`src/logic/framer_defines.svh`:
```
// constants of the prefix framer: byte codes, patterns and reset values
`ifndef FRAMER_DEFINES_SVH
`define FRAMER_DEFINES_SVH

`define FR_FILL_BYTE     8'h00
`define FR_MARKER_BYTE   8'h01
`define FR_RSV_BYTE      8'h02
`define FR_ESC_BYTE      8'h03
`define FR_SMALL_MSB     7
`define FR_SMALL_LSB     2
`define FR_ALIGN_PAT     16'h0001
`define FR_SR_RESET      24'hffffff
`define FR_ACC_RESET     8'h00
`define FR_BITCNT_LAST   3'h7
`define FR_ZRUN_MAX      2'h2
`define FR_BUF_DEPTH     2

`endif

```
`src/logic/framer_pkg.sv`:
```
// types shared by the prefix framer and its testbench
package framer_pkg;

  typedef struct packed {
    logic [7:0] data;
    logic       first;
    logic       long_pfx;
  } enc_in_t;

  typedef struct packed {
    logic [7:0] data;
    logic       first;
  } dec_out_t;

  typedef enum logic [1:0] {E_DATA, E_ZERO1, E_ONE} enc_state_t;

  typedef struct packed {
    enc_state_t est;
    logic       pfx_done;
    logic       prev_zero;
    logic       esc_done;
    logic       aligned;
    logic [23:0] sr;
    logic [2:0] bitcnt;
    logic [7:0] acc;
    logic [1:0] zrun;
    logic       held;
    logic [7:0] held_byte;
    logic       first_pend;
    logic       pfx_pulse;
    logic       pfx_long;
  } framer_state_t;

endpackage : framer_pkg

```
`src/logic/byte_stream_prefix_framer.sv`:
```
// unit prefix framer: escaping encoder and aligning, stripping decoder
`timescale 1ns/1ps
`include "framer_defines.svh"
module byte_stream_prefix_framer (
  input  wire logic                 sys_clk,
  input  wire logic                 resetn,
  // encoder: raw payload in, framed escaped stream out
  input  wire logic                 enc_in_valid,
  output logic                      enc_in_ready,
  input  wire framer_pkg::enc_in_t  enc_in,
  output logic                      enc_out_valid,
  input  wire logic                 enc_out_ready,
  output logic [7:0]                enc_out_data,
  // decoder inputs: serial bits or whole bytes
  input  wire logic                 dec_byte_mode,
  input  wire logic                 dec_restart,
  input  wire logic                 ser_valid,
  input  wire logic                 ser_bit,
  input  wire logic                 byte_valid,
  input  wire logic [7:0]           byte_data,
  output logic                      dec_in_ready,
  // decoder outputs
  output logic                      dec_out_valid,
  input  wire logic                 dec_out_ready,
  output framer_pkg::dec_out_t      dec_out,
  output logic                      dec_aligned,
  output logic                      pfx_seen,
  output logic                      pfx_long
);
  import framer_pkg::*;

  framer_state_t s_q;
  framer_state_t s_d;
  logic          enc_push;
  logic [7:0]    enc_byte;
  logic          enc_buf_ready;
  logic          dec_push;
  dec_out_t      dec_word;
  logic          dec_buf_ready;
  logic          byte_take;
  logic [7:0]    b;
  logic [15:0]   win;
  logic          bit_take;

  function automatic logic is_small(input logic [7:0] v);
    return (v[`FR_SMALL_MSB:`FR_SMALL_LSB] == 6'h00);
  endfunction : is_small

  function automatic logic is_fill(input logic [7:0] v);
    return (v == `FR_FILL_BYTE);
  endfunction : is_fill

  assign dec_in_ready = dec_buf_ready && !s_q.held;
  assign dec_aligned  = s_q.aligned;
  assign pfx_seen     = s_q.pfx_pulse;
  assign pfx_long     = s_q.pfx_long;
  assign bit_take     = !dec_byte_mode && ser_valid && dec_in_ready;
  assign win          = {s_q.sr[14:0], ser_bit};

  always_comb begin
    s_d           = s_q;
    s_d.pfx_pulse = 1'b0;
    enc_push      = 1'b0;
    enc_byte      = `FR_FILL_BYTE;
    enc_in_ready  = 1'b0;
    dec_push      = 1'b0;
    dec_word      = '0;
    byte_take     = 1'b0;
    b             = byte_data;

    // ---------------- encoder ----------------
    unique case (s_q.est)
      E_DATA: begin
        if (enc_in_valid && enc_buf_ready) begin
          enc_push = 1'b1;
          if (enc_in.first && !s_q.pfx_done) begin
            enc_byte = `FR_FILL_BYTE;
            s_d.est  = enc_in.long_pfx ? E_ZERO1 : E_ONE;
          end else if (s_q.prev_zero && is_small(enc_in.data) && !s_q.esc_done) begin
            enc_byte     = `FR_ESC_BYTE;
            s_d.esc_done = 1'b1;
          end else begin
            enc_byte      = enc_in.data;
            enc_in_ready  = 1'b1;
            // zero history is cleared by each marker byte, so it never runs across payloads
            s_d.prev_zero = is_fill(enc_in.data);
            s_d.esc_done  = 1'b0;
            s_d.pfx_done  = 1'b0;
          end
        end
      end
      E_ZERO1: begin
        if (enc_buf_ready) begin
          enc_push = 1'b1;
          enc_byte = `FR_FILL_BYTE;
          s_d.est  = E_ONE;
        end
      end
      E_ONE: begin
        if (enc_buf_ready) begin
          enc_push      = 1'b1;
          enc_byte      = `FR_MARKER_BYTE;
          s_d.est       = E_DATA;
          s_d.pfx_done  = 1'b1;
          s_d.prev_zero = 1'b0;
        end
      end
    endcase

    // ---------------- decoder input ----------------
    if (dec_byte_mode) begin
      byte_take = byte_valid && dec_in_ready;
    end else if (bit_take) begin
      s_d.sr = {s_q.sr[22:0], ser_bit};
      if (!s_q.aligned) begin
        // fifteen zeros then a one means a fill byte followed by the marker, at any bit offset
        if (win == `FR_ALIGN_PAT) begin
          s_d.aligned    = 1'b1;
          s_d.bitcnt     = 3'h0;
          s_d.zrun       = 2'h0;
          s_d.pfx_pulse  = 1'b1;
          s_d.pfx_long   = is_fill(s_q.sr[22:15]);
          s_d.first_pend = 1'b1;
        end
      end else begin
        s_d.acc    = {s_q.acc[6:0], ser_bit};
        s_d.bitcnt = s_q.bitcnt + 3'h1;
        if (s_q.bitcnt == `FR_BITCNT_LAST) begin
          byte_take = 1'b1;
          b         = {s_q.acc[6:0], ser_bit};
        end
      end
    end

    // ---------------- byte classification ----------------
    if (s_q.held && dec_buf_ready) begin
      dec_push  = 1'b1;
      dec_word  = '{data: s_q.held_byte, first: s_q.first_pend};
      s_d.held  = 1'b0;
    end else if (byte_take) begin
      if (is_fill(b)) begin
        // extra fill octets simply saturate the run
        if (s_q.zrun != `FR_ZRUN_MAX) begin
          s_d.zrun = s_q.zrun + 2'h1;
        end
      end else if (s_q.zrun == 2'h0) begin
        dec_push = 1'b1;
        dec_word = '{data: b, first: s_q.first_pend};
      end else if (b == `FR_MARKER_BYTE) begin
        s_d.pfx_pulse  = 1'b1;
        s_d.pfx_long   = (s_q.zrun == `FR_ZRUN_MAX);
        s_d.zrun       = 2'h0;
        s_d.first_pend = 1'b1;
      end else if (b == `FR_ESC_BYTE) begin
        dec_push = 1'b1;
        dec_word = '{data: `FR_FILL_BYTE, first: s_q.first_pend};
        s_d.zrun = 2'h0;
      end else begin
        // 0x02 falls here as plain data
        dec_push      = 1'b1;
        dec_word      = '{data: `FR_FILL_BYTE, first: s_q.first_pend};
        s_d.held      = 1'b1;
        s_d.held_byte = b;
        s_d.zrun      = 2'h0;
      end
    end
    // only the first pushed byte after a prefix carries the mark, a held byte never does
    if (dec_push) begin
      s_d.first_pend = 1'b0;
    end

    // restart wins over this cycle's decoder state updates except pfx_long and held_byte; a byte pushed this cycle still enters the buffer
    if (dec_restart) begin
      s_d.aligned    = 1'b0;
      s_d.sr         = `FR_SR_RESET;
      s_d.bitcnt     = 3'h0;
      s_d.acc        = `FR_ACC_RESET;
      s_d.zrun       = 2'h0;
      s_d.held       = 1'b0;
      s_d.first_pend = 1'b0;
      s_d.pfx_pulse  = 1'b0;
    end
  end

  always_ff @(posedge sys_clk or negedge resetn) begin
    if (!resetn) begin
      s_q     <= '0;
      s_q.est <= E_DATA;
      // all ones so a lone one bit after reset cannot fake alignment
      s_q.sr  <= `FR_SR_RESET;
    end else begin
      s_q <= s_d;
    end
  end

  two_entry_buffer #(.WIDTH(8)) u_enc_buf (
    .sys_clk   (sys_clk),
    .resetn    (resetn),
    .in_valid  (enc_push),
    .in_ready  (enc_buf_ready),
    .in_data   (enc_byte),
    .out_valid (enc_out_valid),
    .out_ready (enc_out_ready),
    .out_data  (enc_out_data)
  );

  two_entry_buffer #(.WIDTH($bits(dec_out_t))) u_dec_buf (
    .sys_clk   (sys_clk),
    .resetn    (resetn),
    .in_valid  (dec_push),
    .in_ready  (dec_buf_ready),
    .in_data   (dec_word),
    .out_valid (dec_out_valid),
    .out_ready (dec_out_ready),
    .out_data  (dec_out)
  );
endmodule : byte_stream_prefix_framer

```
`src/logic/two_entry_buffer.sv`:
```
// two-entry valid/ready buffer
`timescale 1ns/1ps
module two_entry_buffer #(
  parameter int WIDTH = 8
) (
  input  wire logic             sys_clk,
  input  wire logic             resetn,
  input  wire logic             in_valid,
  output logic                  in_ready,
  input  wire logic [WIDTH-1:0] in_data,
  output logic                  out_valid,
  input  wire logic             out_ready,
  output logic      [WIDTH-1:0] out_data
);
  typedef struct packed {
    logic [1:0][WIDTH-1:0] mem;
    logic                  rd;
    logic [1:0]            cnt;
  } buf_state_t;

  buf_state_t s_q;
  buf_state_t s_d;
  logic       push;
  logic       pop;
  logic       wr;

  assign in_ready  = (s_q.cnt != 2'h2);
  assign out_valid = (s_q.cnt != 2'h0);
  assign out_data  = s_q.mem[s_q.rd];

  always_comb begin
    s_d  = s_q;
    push = in_valid && in_ready;
    pop  = out_valid && out_ready;
    wr   = s_q.rd ^ s_q.cnt[0];
    if (push) begin
      s_d.mem[wr] = in_data;
    end
    if (pop) begin
      s_d.rd = ~s_q.rd;
    end
    s_d.cnt = s_q.cnt + {1'b0, push} - {1'b0, pop};
  end

  always_ff @(posedge sys_clk or negedge resetn) begin
    if (!resetn) begin
      s_q <= '0;
    end else begin
      s_q <= s_d;
    end
  end
endmodule : two_entry_buffer

```
`config.mk`:
```
export PLATFORM = sky130hd
export DESIGN_NAME = byte_stream_prefix_framer
export DESIGN_NICKNAME = d
export VERILOG_FILES = /design/src/logic/framer_pkg.sv /design/src/logic/byte_stream_prefix_framer.sv /design/src/logic/two_entry_buffer.sv
export VERILOG_INCLUDE_DIRS = /design/src /design/src/logic
export SDC_FILE = /design/constraint.sdc
export NUM_CORES = 1
export LEC_CHECK = 0
export ABC_AREA = 0
export BUFFER_PORTS_ARGS = -buffer_cell sky130_fd_sc_hd__buf_4
export CAP_MARGIN = 20
export CELL_PAD_IN_SITES_DETAIL_PLACEMENT = 1
export CELL_PAD_IN_SITES_GLOBAL_PLACEMENT = 1
export CORE_MARGIN = 4
export CORE_UTILIZATION = 42
export CTS_CLUSTER_DIAMETER = 100
export CTS_CLUSTER_SIZE = 10
export DETAILED_ROUTE_END_ITERATION = 8
export PLACE_DENSITY_LB_ADDON = 0.3
export RECOVER_POWER = 100
export SETUP_SLACK_MARGIN = 0.4
export SYNTH_ARGS = -nofsm -noshare
export SYNTH_HDL_FRONTEND = slang
export SYNTH_SLANG_ARGS = --single-unit
```
`constraint.sdc`:
```
create_clock -name sys_clk -period 2.8 [get_ports sys_clk]
set_clock_uncertainty 0.2 [all_clocks]
set_input_delay 0.56 -clock sys_clk [delete_from_list [all_inputs] [get_ports sys_clk]]
set_output_delay 0.56 -clock sys_clk [all_outputs]
set_load 0.1 [all_outputs]
```
==> out/metrics.csv <==
stage,metric,value,unit
logic_synthesis,ys_seq_area_frac,0.498,
logic_synthesis,synth.distinct_cells,49,
logic_synthesis,synth_ff_type,dfrtp_1,
global_route,grt_usage,0.200,
clock_network,numCtsBuffers,9,
place,place_area,5370,µm²
sta,whs,0.244,ns
routing,dr.pass1.iters,4,
die,die_area,13000,µm²
clock_network,cts_buffer_depth,2,
global_route,grt_pass1_vias,3991,
sta,drv_slew,0,
clock_network,h-tree-depth,3,
critical_path,worst-endpoint-required,2.82,ns
routing,via_per_inst,5.61,
logic_synthesis,syn_avg_cell_area,10.5,µm²
cells_and_area,syn2layout_area_growth,25.1,%
power_and_ir_drop,p_leak,2.66,nW
cells_and_area,nets,567,
global_route,grt_pass1_wl,20800,µm
cells_and_area,multiInputGateArea,2460,µm²
clock_network,cts_root_buffer,clkbuf_16,
power_and_ir_drop,ir_drop,0.438,mV
routing,drtIter0Drc,164,
die,coreArea,10900,µm²
logic_synthesis,synth_nets,488,
logic_synthesis,ys_top_cells_by_area,"dfrtp_1, dfstp_2, mux2_2, nand2_1, nand3b_1",
sta,setup_violations,0,
clock_network,clkSlewWorstSetupHoldPaths,0.07,ns
logic_synthesis,synth_top_area_share,0.370,
die,start_util,0.433,
die,dieHeight,114,µm
global_route,grt_max_degree,49,
cells_and_area,diodes,0,
clock_network,cts_tree,yes,
logic_synthesis,synth_common_cells,"nand2_1, dfrtp_1, mux2_2",
routing,wl_per_cell,20.7,µm
cells_and_area,fin_area,5920,µm²
global_route,overflow,0,
routing,ant_nets,0,
critical_path,startpoint_type,flip-flop,
critical_path,critical_path_class,reg -> reg,
critical_path,worstPathArrival,2.77,ns
die,fp-row-count,38,
logic_synthesis,syn_inst,451,
flow_run,drv_cap,0,
routing,vias,3784,
global_route,antenna_found_initial,0,
critical_path,crit_path_end_kind,flip-flop,
routing,postRouteWirelength,14000,µm
sta,rsz0062_at_grt,true,
status,status,"finished, final reports clean",
logic_synthesis,synthArstFlopShare,1.00,
sta,final.period_utilization,0.981,
clock_network,worst_skew_pair.late_latency,0.34,ns
critical_path,worst-path-max-fanout,9,
logic_synthesis,synth.cell_area,4730,µm²
min_path,worstHoldPathType,in -> async,
critical_path,timing.rr.start,s_q[22],
sta,relSlewSlack,0.222,
sta,worst_pin_slew,1.17,ns
logic_synthesis,yosys_warnings,0,
place,io_buffers,51,
cells_and_area,fin_util,0.541,
sta,max_freq,0.364,GHz
logic_synthesis,synth.most_common_cell,nand2_1,
logic_synthesis,synth_seq_cells,93,
cells_and_area,layout-drive-gt1-share,0.361,
logic_synthesis,yosys.area.top_type,dfrtp_1,
cells_and_area,ff_latch_area,2360,µm²
sta,final_hold_viol_count,0,
die,die-width,114,µm
die,num_io_pins,52,
sta,period_minus_slack,2.75,ns
critical_path,startpoint,s_q[22],
power_and_ir_drop,p_per_area,1010,nW/µm²
logic_synthesis,synth_edf_count,0,
place,place_hpwl,8520,µm
clock_network,clock_sinks,93,
cells_and_area,fillCellCount,1205,
routing,drc,0,
place,gp_congestion,0.798,
==> cell usage in the layout, fill, tap and decap left out, types with 4 or more instances in the layout <==
master	count
a21oi_1	19
and2_0	4
and2_1	4
buf_4	43
buf_6	8
clkbuf_1	11
clkbuf_16	9
clkbuf_2	20
dfrtp_1	69
dfstp_2	22
ha_1	5
ha_4	4
inv_1	11
mux2_2	40
mux2_4	12
mux2i_1	7
nand2_1	87
nand2b_1	4
nand3_1	7
nand3b_1	25
nand4_1	5
nor2_1	14
nor2b_1	5
nor3_1	7
o21ai_0	20
xnor2_1	5
==> cells by family after synthesis <==
family                     share of synthesized area
and+or+nand+nor                                0.209
DFF                                            0.498
muxes                                          0.149
AOI/OAI and AO/OA                             0.0796
buffers and inverters                         0.0238
xor gates and xnor gates                      0.0167
adders and majority gates                     0.0238
==> metrics by stage <==
stage | TNS [ns] | instances | power, W | setup slack, ns
global placement | -0.0133 | 641 | 0.00466 | -0.00675
floorplan | 0 | 451 | 0.00412 | 0.0499
finish | 0 | 675 | 0.00598 | 0.0522
global route | -0.876 | 675 | 0.00629 | -0.0809
CTS | 0 | 668 | 0.00605 | 0.202
detailed placement | -0.166 | 641 | 0.00479 | -0.0351
==> per-layer routing <==
layer / part of all wire / vias up / wire [µm] / track usage
li1: - / 1737 / - / -
met1: 0.43 / 1953 / 6010 / 0.275
met2: 0.52 / 75 / 7250 / 0.331
met3: 0.035 / 19 / 484 / 0.0354
met4: 0.019 / 0 / 269 / 0.0451
met5: 0 / - / 0 / 0
==> sequential cells by signal, indices dropped and copies added (netlist names) <==
register       flops
u_enc_buf.s_q     19
pfx_seen           1
s_q               50
pfx_long           1
u_dec_buf.s_q     21
dec_aligned        1
==> where the power goes <==
| part | leakage [nW] | switching, W | internal, W |
|---|---|---|---|
| registers | 1.19 | 0.000269 | 0.00169 |
| clock network | 0.134 | 0.000536 | 0.000607 |
| logic | 1.34 | 0.00194 | 0.000939 |
| total | 2.66 | 0.00274 | 0.00324 |
==> critical path, stage by stage, from the launching register on <==
cell and delay (ns):
dfrtp_1 0.41, ha_4 0.19, ha_4 0.14, nand4b_1 0.19, nor3_4 0.27, mux2i_4 0.33
o31ai_4 0.10, buf_4 0.16, a21boi_4 0.14, buf_12 0.15, mux2_2 0.34
==> cell type report <==
type | instances | share of cell area
flip-flops and latches | 93 | 0.399
repair buffers | 83 | 0.102
inverters | 12 | 0.00761
well taps | 140 | 0.0296
multi-input cells | 331 | 0.416
clock buffers | 11 | 0.0393
clock inverters | 5 | 0.00613
==> timing repair <==
item | 4_1_cts | 5_1_grt
hold buffers | 0 | 0
resized for setup | 31 | 26
endpoints found under the hold margin | 0 | 0
buffers inserted | 10 | 7
pin swaps | 11 | 10
setup endpoints to repair | 39 | 54
cloned | 1 | 0
==> final timing paths <==
path                                           to  slack [ns]  depth (start not counted)
worst max register to register   u_dec_buf.s_q[6]        0.05                         10
worst max-delay path             u_dec_buf.s_q[6]        0.05                         10
worst min register to register            s_q[30]        0.29                          2
min in group sys_clk                      s_q[30]        0.29                          2
worst min-delay path            u_enc_buf.s_q[10]        0.24                          1
max in group asynchronous                 s_q[19]        0.75                          2
No activity file was read; power rests on OpenSTA's default activity.
